<file path="config.mk">
export PLATFORM = sky130hd
export DESIGN_NAME = apf_compare
export DESIGN_NICKNAME = d
export VERILOG_FILES = /design/src/rtl/apf_compare.v
export VERILOG_INCLUDE_DIRS = /design/src /design/src/rtl
export SDC_FILE = /design/constraint.sdc
export NUM_CORES = 1
export LEC_CHECK = 0
export BUFFER_PORTS_ARGS = -buffer_cell sky130_fd_sc_hd__buf_2
export CAP_MARGIN = 5
export CORE_MARGIN = 3
export CORE_UTILIZATION = 49
export CTS_BUF_LIST = sky130_fd_sc_hd__clkbuf_4 sky130_fd_sc_hd__clkbuf_8
export DETAILED_ROUTE_END_ITERATION = 6
export GPL_TIMING_DRIVEN = 0
export PLACE_DENSITY = 0.78
export RECOVER_POWER = 25
export SLEW_MARGIN = 20
export SYNTH_ARGS = -nofsm -noshare
export SYNTH_HDL_FRONTEND = slang
export SYNTH_SLANG_ARGS = --single-unit
</file>
<file path="constraint.sdc">
create_clock -name sys_clk -period 1.7 [get_ports sys_clk]
set_input_delay 0.34 -clock sys_clk [delete_from_list [all_inputs] [get_ports sys_clk]]
set_output_delay 0.34 -clock sys_clk [all_outputs]
set_load 0.05 [all_outputs]
</file>
<file path="src/rtl/apf_regs.vh">
`ifndef APF_REGS_VH
`define APF_REGS_VH
// ************************************************************
// constants of the power-fail compare controller
// ************************************************************
// operation mode field encodings
`define APF_MODE_CONT_SEL 2'h0
`define APF_MODE_CONT_SCAN 2'h1
`define APF_MODE_ONE_SEL 2'h2
`define APF_MODE_ONE_SCAN 2'h3
// result width and channel select width
`define APF_RES_W 10
`define APF_CH_W 5
// compared high part of the selected channel result, or of channel 0 in scan modes
`define APF_HIGH_W 8
`define APF_HIGH_LSB 2
// condition bit encodings
`define APF_COND_EQ 1'h0
`define APF_COND_LT 1'h1
`endif

</file>
<file path="src/rtl/apf_compare.v">
// Notes on behaviour
// - compare disabled: interrupt after every conversion
// - compare enabled: interrupt only when condition holds
// - condition zero: interrupt when result equals threshold
// - condition one: interrupt when result below threshold
// - continuous select stores result, gates interrupt
// - continuous select restarts while enable set
// - scan modes compare channel zero high part
// - scan stores channel zero always, then rest
// - continuous scan wraps to channel zero
// - one-shot select converts once then halts
// - one-shot scan stops after one pass
// - select register write keeps interrupt flag
// - config writes may spoil results; restart
// - trigger acknowledge may spoil results
// - each conversion yields ten-bit result
// - two-bit field selects four operation modes
// - setting enable starts conversion of selection
`timescale 1ns/1ps
`include "apf_regs.vh"

module apf_compare #(
    parameter RES_W = `APF_RES_W,
    parameter CH_W = `APF_CH_W
) (
    input wire sys_clk,
    input wire srst,
    input wire converter_enable_bit,
    input wire converter_power_bit,
    input wire [1:0] operation_mode_field,
    input wire [CH_W-1:0] channel_select_reg,
    input wire compare_enable_bit,
    input wire compare_condition_bit,
    input wire [`APF_HIGH_W-1:0] compare_threshold_reg,
    input wire config_write,
    input wire flag_clear,
    input wire conv_done,
    input wire [RES_W-1:0] conv_data,
    output reg conv_start,
    output reg [CH_W-1:0] conv_channel,
    output reg busy,
    output reg result_we,
    output reg [CH_W-1:0] result_channel,
    output reg [RES_W-1:0] channel_result_reg,
    output reg [RES_W-1:0] channel0_result_reg,
    output reg conv_end_irq,
    output reg conv_end_irq_flag
);

    // ************************************************************
    // states
    // ************************************************************
    localparam ST_IDLE = 2'h0;
    localparam ST_START = 2'h1;
    localparam ST_WAIT = 2'h2;
    localparam ST_HALT = 2'h3;

    // sequencer state and next values
    reg [1:0] state;
    reg [1:0] next_state;
    reg [CH_W-1:0] next_channel;
    // two-stage synchronisers and edge detector
    reg en_sync1;
    reg en_sync2;
    reg pwr_sync1;
    reg pwr_sync2;
    reg done_sync1;
    reg done_sync2;
    reg done_prev;
    reg [RES_W-1:0] data_sync1;
    reg [RES_W-1:0] data_sync2;
    // decoded conditions
    wire done_evt;
    wire scan_mode;
    wire one_shot;
    wire last_ch;
    wire cond_ok;
    wire [`APF_HIGH_W-1:0] compared;
    wire store_evt;
    wire irq_ok;
    wire [CH_W-1:0] first_ch;

    // decide whether a value passes the selected condition
    function cond_match;
        input en;
        input cond;
        input [`APF_HIGH_W-1:0] val;
        input [`APF_HIGH_W-1:0] thr;
        begin
            if (!en) begin
                cond_match = 1'b1;
            end else if (cond == `APF_COND_EQ) begin
                cond_match = (val == thr);
            end else begin
                cond_match = (val < thr);
            end
        end
    endfunction

    // first channel of a pass: channel 0 in scan, the selection otherwise
    function [CH_W-1:0] start_chan;
        input scan;
        input [CH_W-1:0] sel;
        begin
            if (scan) begin
                start_chan = {CH_W{1'b0}};
            end else begin
                start_chan = sel;
            end
        end
    endfunction

    // interrupt gate: a compared scan looks at channel 0 only
    function irq_gate;
        input scan;
        input cmp_en;
        input [CH_W-1:0] ch;
        input ok;
        begin
            if (scan && cmp_en) begin
                irq_gate = (ch == {CH_W{1'b0}}) && ok;
            end else begin
                irq_gate = ok;
            end
        end
    endfunction

    // ************************************************************
    // input synchronisers for converter side and pins
    // ************************************************************
    // enable and power bits
    always @(posedge sys_clk) begin
        if (srst) begin
            en_sync1 <= 1'b0;
            en_sync2 <= 1'b0;
            pwr_sync1 <= 1'b0;
            pwr_sync2 <= 1'b0;
        end else begin
            en_sync1 <= converter_enable_bit;
            en_sync2 <= en_sync1;
            pwr_sync1 <= converter_power_bit;
            pwr_sync2 <= pwr_sync1;
        end
    end

    // done strobe and its previous value for the rising edge
    always @(posedge sys_clk) begin
        if (srst) begin
            done_sync1 <= 1'b0;
            done_sync2 <= 1'b0;
            done_prev <= 1'b0;
        end else begin
            done_sync1 <= conv_done;
            done_sync2 <= done_sync1;
            done_prev <= done_sync2;
        end
    end

    // result word; the converter holds it while done is high
    always @(posedge sys_clk) begin
        if (srst) begin
            data_sync1 <= {RES_W{1'b0}};
            data_sync2 <= {RES_W{1'b0}};
        end else begin
            data_sync1 <= conv_data;
            data_sync2 <= data_sync1;
        end
    end

    // ************************************************************
    // mode decode and compare
    // ************************************************************
    assign done_evt = done_sync2 & ~done_prev;
    assign scan_mode = operation_mode_field[0];
    assign one_shot = operation_mode_field[1];
    assign last_ch = scan_mode ? (conv_channel == channel_select_reg) : 1'b1;
    // scan modes compare the high part of channel 0 only
    assign compared = data_sync2[`APF_HIGH_LSB +: `APF_HIGH_W];
    assign cond_ok = cond_match(compare_enable_bit, compare_condition_bit, compared, compare_threshold_reg);
    // a completed conversion that no abort overtook
    assign store_evt = (state == ST_WAIT) && done_evt && !config_write;
    assign irq_ok = irq_gate(scan_mode, compare_enable_bit, conv_channel, cond_ok);
    assign first_ch = start_chan(scan_mode, channel_select_reg);

    // ************************************************************
    // sequencing
    // ************************************************************
    always @* begin
        next_state = state;
        next_channel = conv_channel;
        case (state)
            ST_IDLE: begin
                if (en_sync2 && pwr_sync2) begin
                    next_state = ST_START;
                    next_channel = first_ch;
                end
            end
            ST_START: begin
                next_state = ST_WAIT;
            end
            ST_WAIT: begin
                if (config_write) begin
                    next_state = ST_START;
                    next_channel = first_ch;
                end else if (done_evt) begin
                    if (!last_ch) begin
                        next_state = ST_START;
                        next_channel = conv_channel + {{(CH_W-1){1'b0}}, 1'b1};
                    end else if (one_shot) begin
                        next_state = ST_HALT;
                    end else if (en_sync2) begin
                        next_state = ST_START;
                        next_channel = first_ch;
                    end else begin
                        next_state = ST_IDLE;
                    end
                end
            end
            ST_HALT: begin
                // one-shot finished, wait for enable to drop
                if (!en_sync2) begin
                    next_state = ST_IDLE;
                end
            end
            default: begin
                next_state = ST_IDLE;
            end
        endcase
        if (!en_sync2 || !pwr_sync2) begin
            next_state = ST_IDLE;
        end
    end

    // ************************************************************
    // state and output registers
    // ************************************************************
    always @(posedge sys_clk) begin
        if (srst) begin
            state <= ST_IDLE;
            conv_channel <= {CH_W{1'b0}};
        end else begin
            state <= next_state;
            conv_channel <= next_channel;
        end
    end

    // start pulse and busy level follow the next state
    always @(posedge sys_clk) begin
        if (srst) begin
            conv_start <= 1'b0;
            busy <= 1'b0;
        end else begin
            conv_start <= (next_state == ST_START);
            busy <= (next_state == ST_START) || (next_state == ST_WAIT);
        end
    end

    // results are stored whether or not the condition holds
    always @(posedge sys_clk) begin
        if (srst) begin
            result_we <= 1'b0;
            result_channel <= {CH_W{1'b0}};
            channel_result_reg <= {RES_W{1'b0}};
            channel0_result_reg <= {RES_W{1'b0}};
        end else begin
            result_we <= 1'b0;
            if (store_evt) begin
                result_we <= 1'b1;
                result_channel <= conv_channel;
                channel_result_reg <= data_sync2;
                if (conv_channel == {CH_W{1'b0}}) begin
                    channel0_result_reg <= data_sync2;
                end
            end
        end
    end

    // interrupt request pulse
    always @(posedge sys_clk) begin
        if (srst) begin
            conv_end_irq <= 1'b0;
        end else begin
            conv_end_irq <= 1'b0;
            if (store_evt && irq_ok) begin
                conv_end_irq <= 1'b1;
            end
        end
    end

    // sticky flag; set wins over a clear in the same cycle
    always @(posedge sys_clk) begin
        if (srst) begin
            conv_end_irq_flag <= 1'b0;
        end else if (conv_end_irq) begin
            conv_end_irq_flag <= 1'b1;
        end else if (flag_clear) begin
            conv_end_irq_flag <= 1'b0;
        end
    end

endmodule // apf_compare

</file>
==> Word-level counts from Yosys, hierarchy flattened <==
Index checks and enable logic that the tools add are counted.
{ "totals": {"register_bits": 64, "input_bits": 34, "out_inout_bits": 35} }
{ "op_classes": {"n_addsub": 1, "n_lt_le_gt_ge": 1, "n_eq_ne": 11, "muxes": 25, "bitwise": 2, "reduce_logical": 17} }
{ "op_table": {"columns": ["op", "n"], "rows": [
  ["2-to-1 mux 5 bit", 7],
  ["2-to-1 mux 2 bit", 7],
  ["case mux 5 bit (2 select lines)", 1],
  ["2-to-1 mux 1 bit", 9],
  ["equality test 8 bit", 1],
  ["< comparator 8 bit", 1],
  ["!= test 4 bit, second input constant", 2],
  ["case mux 2 bit (4 select lines)", 1],
  ["equality test 2 bit, second input constant", 3],
  ["logical AND 1 bit", 6],
  ["adder 5 x 1 -> 5 bit, second input constant", 1],
  ["equality test 5 bit", 1],
  ["zero test 5 bit", 1],
  ["AND reduction 5 bit", 1],
  ["equality test 2 x 1 -> 1 bit, second input constant", 2],
  ["nonzero test 2 bit", 2],
  ["zero test 1 bit", 3],
  ["!= test 3 bit, second input constant", 1],
  ["zero test 2 bit", 1],
  ["logical OR 1 bit", 2],
  ["!= test 2 bit, second input constant", 1],
  ["AND reduction 2 bit", 1],
  ["AND 1 bit", 1],
  ["inverter 1 bit", 1]
]} }

==> Depth between registers and ports, before layout <==
Gate-level depths: netlist of run 1.
{ "depth": {"word_depth": 9, "ltp_mapped": 8, "mapped_depth_nobuf": 7} }

==> Worst setup path before layout of run 1 <==
No wires, ideal clock.
{ "synth_timing": {"path_kind": "register to register", "start": "register conv_channel[0]", "end": "register conv_channel[0]", "setup_ns": 0.134, "arrival_ns": 1.835, "required_ns": 1.566, "setup_slack_ns": -0.269, "stages_incl_launch_ff": 6, "synth_period_minus_slack_ns": 1.969, "path_cell_list": "dfxtp_1 -> xnor2_1 -> nand3_2 -> or4_4 -> a21oi_1 -> a211oi_1"} }
{ "synth_via": {"elab_chain_cells": 6, "elab_cells_between_ends": 10, "classes_between": "add/sub (1); eq/ne (3); mux (5); reduce/logical (1)"} }
{ "synth_lines": {"columns": ["element", "line", "rtl"], "rows": [
  ["start: declaration", "apf_compare.v:40", "output reg [CH_W-1:0] conv_channel,"],
  ["start signal: assignment", "apf_compare.v:240", "conv_channel <= {CH_W{1'b0}};"],
  ["start signal: assignment", "apf_compare.v:243", "conv_channel <= next_channel;"],
  ["branches (longest 6 deep; another with adder 5 x 1 -> 5 bit)", null, null]
]} }
Several ways; the timed one is not identified. The select of a mux whose other input is x is not followed.
A chain may end at the register's enable or synchronous reset.

==> Worst setup path after layout of run 1 <==
{ "layout_timing": {"start": "register conv_channel[4]", "end": "register conv_channel[1]"} }
{ "layout_via": {"elab_chain_cells": 6, "elab_cells_between_ends": 9, "classes_between": "eq/ne (3); mux (5); reduce/logical (1)"} }
{ "layout_lines": {"columns": ["element", "line", "rtl"], "rows": [
  ["equality test 5 bit (*)", "apf_compare.v:176", "assign last_ch = scan_mode ? (conv_channel == channel_select_reg) : 1'b1;"],
  ["2-to-1 mux 1 bit (*)", "apf_compare.v:176", null],
  ["2-to-1 mux 5 bit", "apf_compare.v:206", "if (!last_ch) begin"],
  ["2-to-1 mux 5 bit", "apf_compare.v:205", "end else if (done_evt) begin"],
  ["2-to-1 mux 5 bit", "apf_compare.v:202", "if (config_write) begin"],
  ["case mux 5 bit (2 select lines)", "apf_compare.v:191", "case (state)"]
]} }
Mark *: on every way between the ends. The rest lies on a longest branch, timed or not. The select of a mux whose other input is x is not followed.

==> impl_results.md, run 1 <==
* Outcome: finished clean
* DRT Pass-1 Iters at 6
* Share of cells above drive strength 1 at 0.3297
* Nets at between 400 and 500
* Chip height at 78.53 um
* Syn_nets at 319
* Placed insts at 409
* DIE WIDTH at 78.53 um
* Synth unique cells at 42
* F_max at 589.4 MHz
* Multi-input logic area at 1301 um^2
* Final antenna diode count at 0
* FF-to-FF Start: conv_channel[4]
* Via density at ~5.1
* Top post-synthesis cells by area: dfxtp_1 50%, nor2b_1 8.7%, nand2_1 5.5%, ha_1 5.3%, a21oi_1 4.1%
* Worst Setup End Kind: register
* Max-Cap Viols at 0
* Initial DRC Count at 190
* Grt ovf at 0
* DR vias at roughly 2200
* Area of the core at 4911 um^2
* Post-Route WL at 5.885 mm
* Starting Density at 0.5248
* Hold Startpoint: compare_enable_bit
* Port bufs at 68
* Syn_area_per_cell at 9.407 um^2
* HP Class: input port to register
* Largest vdd supply drop at 584.0 uV
* Fill count at 387
* Worst-skew pair later-pin latency at 330 ps
* EDFF count, synth at 0
* Crit Path Max Fanout at 6
* Worst clock skew at 7.974 ps
* Die footprint at between 6000 and 7000 um^2
* CTS tree: built
* Post-Layout Cell Count at between 400 and 500
* Top Ports at 69
* Slew margin rel. at 0.6226
* Wire per inst at 13.65 um
* Crit path launch type: register
* Syn Std Cell Area at 2577 um^2
* DRC Markers at 0
* Post-Syn Instances at around 270
* Core Rows at 25
* CTS root buf: clkbuf_8
* Asr flop ratio synth at 0
* CTS Buffer Depth at 2
* CP startpoint: conv_channel[4]
* Sink Count at 64
* Final Critical Period at between 1500 and 2000 ps
* Total track usage at 0.1926
* ANT nets after route at 0
* Post-synth top area share at 0.4971
* Arr. time, crit path at about 1900 ps
* Yosys top cell by area: dfxtp_1
* HPWL Detailed at 4.236 mm
* Power Density at 890.9 nW/um^2
* Synth warn at 0
* Placement Cell Area at between 3000 and 4000 um^2
* Critical path class: register to register
* Routability Congestion at 0.9010
* Actual slew at the worst max-slew pin at 566.2 ps
* FF+latch area at 1299 um^2
* Fin Setup TNS at 0 ps
* Most frequent cells in the layout: 69 x buf_2, 58 x dfxtp_1, 36 x nand2_1
* Antenna violations before repair at 0
* CTS Hold Bufs at 0
* Number of global-route vias before repair at 2061
* Final setup violation count at 0
* Fin. Hold Viols at 0
* Slew Viols, Final at 0
* Layout overhead on the synthesized area at 31.84%
* Total CTS buffers at 9
* Most common cell after layout, fill and taps aside: buf_2
* H-tree depth at 3
* Sequential share of the synthesized area at 0.4971
* Design Area, Final at 3398 um^2
* First-pass GRT wire length at 9.239 mm
* Clk pin slew, worst setup/hold paths at 70 ps
* Worst path required time at between 1500 and 2000 ps
* Pin count of the biggest net entering global routing at 12
* Fin crit share at 0.9980
* Ys flop type: dfxtp_1
* #FFs+latches synth at 64
* P_leak at roughly 1.5 nW
cell type report:
cell class | instances | share of cell area
tap | 67 | 0.02467
sequential | 64 | 0.3822
clock inverter | 5 | 0.01657
multi-input combinational | 181 | 0.3829
inverter | 18 | 0.01988
timing repair buffer | 75 | 0.1189
clock buffer | 11 | 0.04271
buffer | 10 | 0.01215
path summary, 6_finish.rpt:
path                     end  slack [ps]  cells past startpoint
min reg2reg    data_sync2[4]         440                      1
max reg2reg  conv_channel[1]           3                      5
max          conv_channel[1]           3                      5
min             conv_end_irq         210                      2
cells in the mapped netlist (2+ instances only):
library cell and number:
o2111ai_1 2, nor2b_1 36, a211o_1 2, o221ai_2 2
ha_1 11, buf_2 2, nor2_1 17, a21oi_1 21
nand3_2 2, inv_1 18, nand2_1 38, o22ai_1 2
dfxtp_1 64, nand3_1 4, o32a_1 2, a211oi_1 3
clkbuf_1 7, mux2i_1 10, o21ai_0 4, a2bb2oi_1 2
xnor2_1 4
worst max-delay path, cell delays in order, from the launching register on:
cell	delay, ps
dfxtp_2	360
xnor2_1	240
nand2_2	140
or4_4	570
a21oi_1	190
a211oi_1	70
metal layers:
| metal | vias up | GRT usage | wire length [um] |
|---|---|---|---|
| li1 | 1095 | - | - |
| met1 | 1009 | 0.2330 | 2531 |
| met2 | 69 | 0.3141 | 2866 |
| met3 | 15 | 0.04817 | 357 |
| met4 | 0 | 0.1014 | 130 |
| met5 | - | 0 | 0 |
per-stage QoR:
stage	power (mW)	setup WS (ps)	utilization	hold WS [ps]
detailed placement	1.741	-138.3	0.6140	422.0
global route	3.138	-45.72	0.6920	217.2
CTS	3.025	5.335	0.6614	199.4
floorplan	1.668	0.8048	-	413.8
global placement	1.734	-54.86	0.6140	416.7
finish	3.027	3.405	0.6920	208.1
cell families after synthesis:
group / after synthesis / synth area share
compound gates: 45 / 0.1194
xor+xnor: 5 / 0.01990
buf+inv: 29 / 0.04611
mux: 10 / 0.03884
simple gates: 110 / 0.2253
flops: 64 / 0.4971
fa+ha+maj: 11 / 0.05340
timing repair:
| item | 4_1_cts | 5_1_grt |
|---|---|---|
| endpoints found under the setup margin | 16 | 25 |
| resized for setup | 5 | 20 |
| pin swaps | 5 | 7 |
| buffers inserted | 2 | 5 |
power by group:
part           leakage [nW]  total, mW  switching [mW]  internal (mW)
combinational         0.912      0.191           0.102         0.0891
clock                 0.103       1.30           0.565          0.731
sequential            0.525       1.54          0.0171           1.52
Note: power is estimated with default switching activity, not from simulation.
==> run 2, diff against run 1 <==
==> constraint.sdc (replaced) <==
create_clock -name sys_clk -period 1.7 [get_ports sys_clk]
set_input_delay 0.34 -clock sys_clk [delete_from_list [all_inputs] [get_ports sys_clk]]
set_output_delay 0.34 -clock sys_clk [all_outputs]
set_load 0.01 [all_outputs]
==> run 2 against run 1 <==
Net effect:
- first-iteration DRC count is 20% lower
- combinational power shrank 5%
- fmax rose by 3.3%
- routed wire length decreased by 3.4%
- sequential share of layout area is 0.77 points higher
- design area decreased by 2.5%
- non-clock buffer count down 5
- largest cell class is now registers
==> impl_results.md, run 2 (synthesis results as in run 1) <==
* Post-Route WL at 5.686 mm (-3.4%)
* DRT Pass-1 Iters at 4 (-2)
* Initial DRC Count at 152 (-20%)
* Final antenna diode count at 0 (unchanged)
* Hold Startpoint: conv_data[5]
* Worst-skew pair later-pin latency at 330 ps (about the same)
* Arr. time, crit path at 1830 ps (-60 ps)
* Share of cells above drive strength 1 at 0.2989 (-0.03079)
* Port bufs at 68 (unchanged)
* Antenna violations before repair at 0 (unchanged)
* Placed insts at 409 (unchanged)
* Via density at 5.059 (-0.35%)
* Met1 wire length at 2.429 mm (-4.0%)
* Chip height at 78.53 um (unchanged)
* Final setup violation count at 0 (unchanged)
* H-tree depth at 3 (unchanged)
* Outcome: finished clean
* Worst Setup End Kind: register
* Fin Setup TNS at 0 ps (unchanged)
* Worst path required time at 1890 ps (about the same)
* DIE WIDTH at 78.53 um (unchanged)
* Starting Density at 0.5248 (unchanged)
* F_max at 608.8 MHz (+3.3%)
* CTS root buf: clkbuf_8
* Actual slew at the worst max-slew pin at 551.0 ps (-15.17 ps)
* Wire per inst at 13.38 um (-2.0%)
* Worst r2r path cells at 5 (unchanged)
* Final Critical Period at 1643 ps (-54.01 ps)
* Critical path class: register to register
* Met3 WL at 290 um (-19%)
* CP startpoint: conv_channel[3]
* DRC Markers at 0 (unchanged)
* DR vias at 2150 (-1.7%)
* Met2 wire len at 2.860 mm (-0.21%)
* Number of global-route vias before repair at 2035 (-1.3%)
* Routability Congestion at 0.8816 (-2.2%)
* Design Area, Final at 3312 um^2 (-2.5%)
* ANT nets after route at 0 (unchanged)
* CTS tree: built
* Top sig layer: met4
* First-pass GRT wire length at 9.142 mm (-1.0%)
* Top Ports at 69 (unchanged)
* CTS Buffer Depth at 2 (unchanged)
* Die footprint at 6166 um^2 (unchanged)
* Placement Cell Area at 3002 um^2 (-0.46%)
* Hold Path Depth at 2 (unchanged)
* Largest vdd supply drop at 523.2 uV (-10%)
* Core Rows at 25 (unchanged)
* Pin count of the biggest net entering global routing at 11 (-1)
* Most common cell after layout, fill and taps aside: buf_2
* Slew Viols, Final at 0 (unchanged)
* HPWL Detailed at 4.163 mm (-1.7%)
* Tot Pwr at 2.958 mW (-2.3%)
* Worst clock skew at 8.476 ps (+0.5015 ps)
* Max-Cap Viols at 0 (unchanged)
* Fin crit share at 0.9662 (-0.03177)
* Area of the core at 4911 um^2 (unchanged)
* Slew margin rel. at 0.6327 (+0.01011)
* Nets at 399 (-1.2%)
* Most frequent cells in the layout: 64 x buf_2, 58 x dfxtp_1, 37 x nand2_1
* HP Class: input port to register
* Crit Path Max Fanout at 7 (+1)
* Unrepaired setup endpoints after global routing: true
* Total CTS buffers at 9 (unchanged)
* Post-Layout Cell Count at 425 (-1.4%)
* P_leak at 1.491 nW (-3.2%)
* Crit path launch type: register
* FF-to-FF Start: conv_channel[3]
* Final core utilization at 0.6744 (-0.01758)
* Fin. Hold Viols at 0 (unchanged)
* Grt ovf at 0 (unchanged)
* Sink Count at 64 (unchanged)
* Power Density at 893.2 nW/um^2 (+0.26%)
* Total track usage at 0.1928 (about the same)
* Clk pin slew, worst setup/hold paths at 70 ps (about the same)
* Layout overhead on the synthesized area at 28.50%
-- run 2: through the flow --
step / hold WS, ps / worst slack (ps)
detailed placement: 426.5 / -91.66
global placement: 417.0 / -56.97
global route: 204.9 / -45.89
finish: 214.9 / 57.41
floorplan: 413.8 / 27.74
CTS: 199.6 / -7.720
-- run 2: critical path, cell delays in order (launching register included) --
cell and delay [ps]:
dfxtp_4 390, xnor2_4 180, nand2_2 130, or4_4 560
a21oi_1 170, a211oi_1 70
-- run 2: per-layer routing --
layer  GRT usage  up-vias
met3     0.05849        8
li1            -     1083
met1      0.2269     1000
met4     0.08042        0
met2      0.3243       59
met5           0        -
-- run 2: timing repair --
action | 4_1_cts | 5_1_grt
gates resized for setup | 10 | 16
endpoints found under the hold margin | 0 | 0
setup buffers | 0 | 1
hold buffers | 0 | 0
setup endpoints to repair | 16 | 17
pin swaps | 3 | 0
-- run 2: layout make-up --
type	count	area, um^2
Buffer	11	51.30
Inverter	18	67.56
Clock inverter	4	45.04
Fill cell	422	1599
Timing Repair Buffer	69	340.3
Multi-Input combinational cell	181	1287
Sequential cell	64	1291
Tap cell	67	83.83
Clock buffer	11	145.1
-- run 2: power by group --
part | switching [mW] | total, mW | internal (mW)
combinational | 0.0963 | 0.182 | 0.0853
clock | 0.515 | 1.23 | 0.717
sequential | 0.0154 | 1.54 | 1.53
-- run 2: path summary, 6_finish.rpt --
| path | to | slack (ps) |
|---|---|---|
| worst min register to register | en_sync2 | 440 |
| worst max-delay path | conv_channel[1] | 60 |
| worst max register to register | conv_channel[1] | 60 |
| worst min-delay path | data_sync1[5] | 210 |
==> run 3, diff against run 2 <==
--- a/config.mk
+++ b/config.mk
@@ -11,9 +11,10 @@
 export CORE_MARGIN = 3
 export CORE_UTILIZATION = 49
 export CTS_BUF_LIST = sky130_fd_sc_hd__clkbuf_4 sky130_fd_sc_hd__clkbuf_8
+export CTS_CLUSTER_DIAMETER = 50
 export DETAILED_ROUTE_END_ITERATION = 6
 export GPL_TIMING_DRIVEN = 0
-export PLACE_DENSITY = 0.78
+export PLACE_DENSITY_LB_ADDON = 0.08
 export RECOVER_POWER = 25
 export SLEW_MARGIN = 20
 export SYNTH_ARGS = -nofsm -noshare
==> run 3 against run 2 <==
Net effect:
- via count decreased by 1.1%
- global-route usage fell by 0.44 points
- worst setup slack lost 34 ps
- die area did not move
- sequential power about the same
- hold slack got worse by 6.3 ps
- clock power increased by 11%
==> impl_results.md, run 3 (synthesis results as in run 1) <==
* Worst setup margin at 23.80 ps (-33.62 ps)
* ANT nets after route at 0 (unchanged)
* Max-Cap Viols at 0 (unchanged)
* CTS tree: built
* Sink Count at 64 (unchanged)
* Area of the core at 4911 um^2 (unchanged)
* Initial DRC Count at 95 (-38%)
* Met2 wire len at 2.610 mm (-8.7%)
* Most frequent cells in the layout: 60 x dfxtp_1, 54 x buf_2, 37 x nand2_1
* Pin count of the biggest net entering global routing at 12 (+1)
* Crit path launch type: register
* Worst clock skew at 8.586 ps (+0.1107 ps)
* Final antenna diode count at 0 (unchanged)
* Starting Density at 0.5248 (unchanged)
* DRT Pass-1 Iters at 4 (unchanged)
* Fin. Hold Viols at 0 (unchanged)
* Hold Path Depth at 2 (unchanged)
* Actual slew at the worst max-slew pin at 516.4 ps (-34.62 ps)
* CTS Hold Bufs at 0 (unchanged)
* Crit Path Max Fanout at 6 (-1)
* Worst-skew pair later-pin latency at 340 ps (about the same)
* Nets at 402 (+0.75%)
* Chip height at 78.53 um (unchanged)
* Final setup violation count at 0 (unchanged)
* Pre-CTS setup slack at -78.28 ps (+13.38 ps)
* Fin crit share at 0.9860 (+0.01977)
* Fill count at 434 (+2.8%)
* Post-Route WL at 5.699 mm (+0.23%)
* FF+latch area at 1289 um^2 (-0.19%)
* P_leak at 1.453 nW (-2.6%)
* Critical path class: register to register
* Antenna violations before repair at 0 (unchanged)
* Tot Pwr at 3.094 mW (+4.6%)
* Worst Setup End Kind: register
* Share of cells above drive strength 1 at 0.2735 (-0.02540)
* Port bufs at 68 (unchanged)
* Multi-input logic area at 1262 um^2 (-1.9%)
* Largest vdd supply drop at 585.2 uV (+12%)
* Arr. time, crit path at 1880 ps (+50 ps)
* Worst r2r path cells at 5 (unchanged)
* Total CTS buffers at 9 (unchanged)
* Number of global-route vias before repair at 1906 (-6.3%)
* Clk pin slew, worst setup/hold paths at 70 ps (about the same)
* Via density at 4.958 (-2.0%)
* HPWL Detailed at 4.003 mm (-3.8%)
* Fin Setup TNS at 0 ps (unchanged)
* First-pass GRT wire length at 8.880 mm (-2.9%)
* Routability Congestion at 0.7877 (-11%)
* Met3 WL at 301 um (+3.8%)
* Die footprint at 6166 um^2 (unchanged)
* Total track usage at 0.1884 (-0.004419)
* HP Class: input port to register
* Slew margin rel. at 0.6558 (+0.02308)
* Top Ports at 69 (unchanged)
* Core Rows at 25 (unchanged)
* H-tree depth at 3 (unchanged)
* Slew Viols, Final at 0 (unchanged)
* Outcome: finished clean
* CTS root buf: clkbuf_8
* Wire per inst at 13.28 um (-0.71%)
* DRC Markers at 0 (unchanged)
* Layout overhead on the synthesized area at 29.32%
* Worst path required time at 1910 ps (+20 ps)
* Final Critical Period at 1676 ps (+33.62 ps)
* Most common cell after layout, fill and taps aside: dfxtp_1
* Top sig layer: met4
* DR vias at 2127 (-1.1%)
* Grt ovf at 0 (unchanged)
* Met1 wire length at 2.625 mm (+8.1%)
* Power Density at 928.3 nW/um^2 (+3.9%)
* F_max at 596.6 MHz (-2.0%)
* CTS Buffer Depth at 2 (unchanged)
* DIE WIDTH at 78.53 um (unchanged)
## run 3: cell type report
| cell class | count | area share |
|---|---|---|
| clock buffer | 12 | 0.04955 |
| sequential | 64 | 0.3866 |
| timing repair buffer | 72 | 0.1089 |
| tap | 67 | 0.02515 |
| clock inverter | 4 | 0.01539 |
| inverter | 18 | 0.02027 |
| buffer | 11 | 0.01539 |
| multi-input combinational | 181 | 0.3788 |
## run 3: layer usage
metal	GRT usage	vias to the layer above
li1	-	1085
met1	0.2469	960
met2	0.2827	70
met3	0.03899	12
met4	0.1154	0
met5	0	-
## run 3: repair_timing
action,in CTS,in global routing
setup endpoints to repair,16,21
buffers inserted,0,4
pin swaps,1,3
gates resized for setup,4,17
gates cloned,0,0
## run 3: worst paths after layout
path                    from         endpoint  slack, ps
min reg2reg       done_sync1       done_sync2        430
max reg2reg  conv_channel[4]  conv_channel[1]         20
min             conv_data[9]    data_sync1[9]        210
max          conv_channel[4]  conv_channel[1]         20
## run 3: metrics by stage
stage               hold WS, ps  instances  area (um^2)    util
finish                    208.7        429         3333  0.6787
detailed placement        420.4        409         3002  0.6112
floorplan                 413.8        274         2577       -
global placement          416.3        409         3002  0.6112
CTS                       195.6        425         3222  0.6561
global route              204.3        429         3333  0.6787
## run 3: critical path, stage by stage, from the launching register on
cell and delay (ps):
dfxtp_2 360, xnor2_1 220, nand2_2 150, or4_4 560
a21oi_1 180, a211oi_1 60
## run 3: where the power goes
part | switching (mW) | leakage (nW) | internal, mW
Combinational | 0.0942 | 0.821 | 0.0841
Sequential | 0.0154 | 0.524 | 1.53
Clock | 0.576 | 0.109 | 0.797
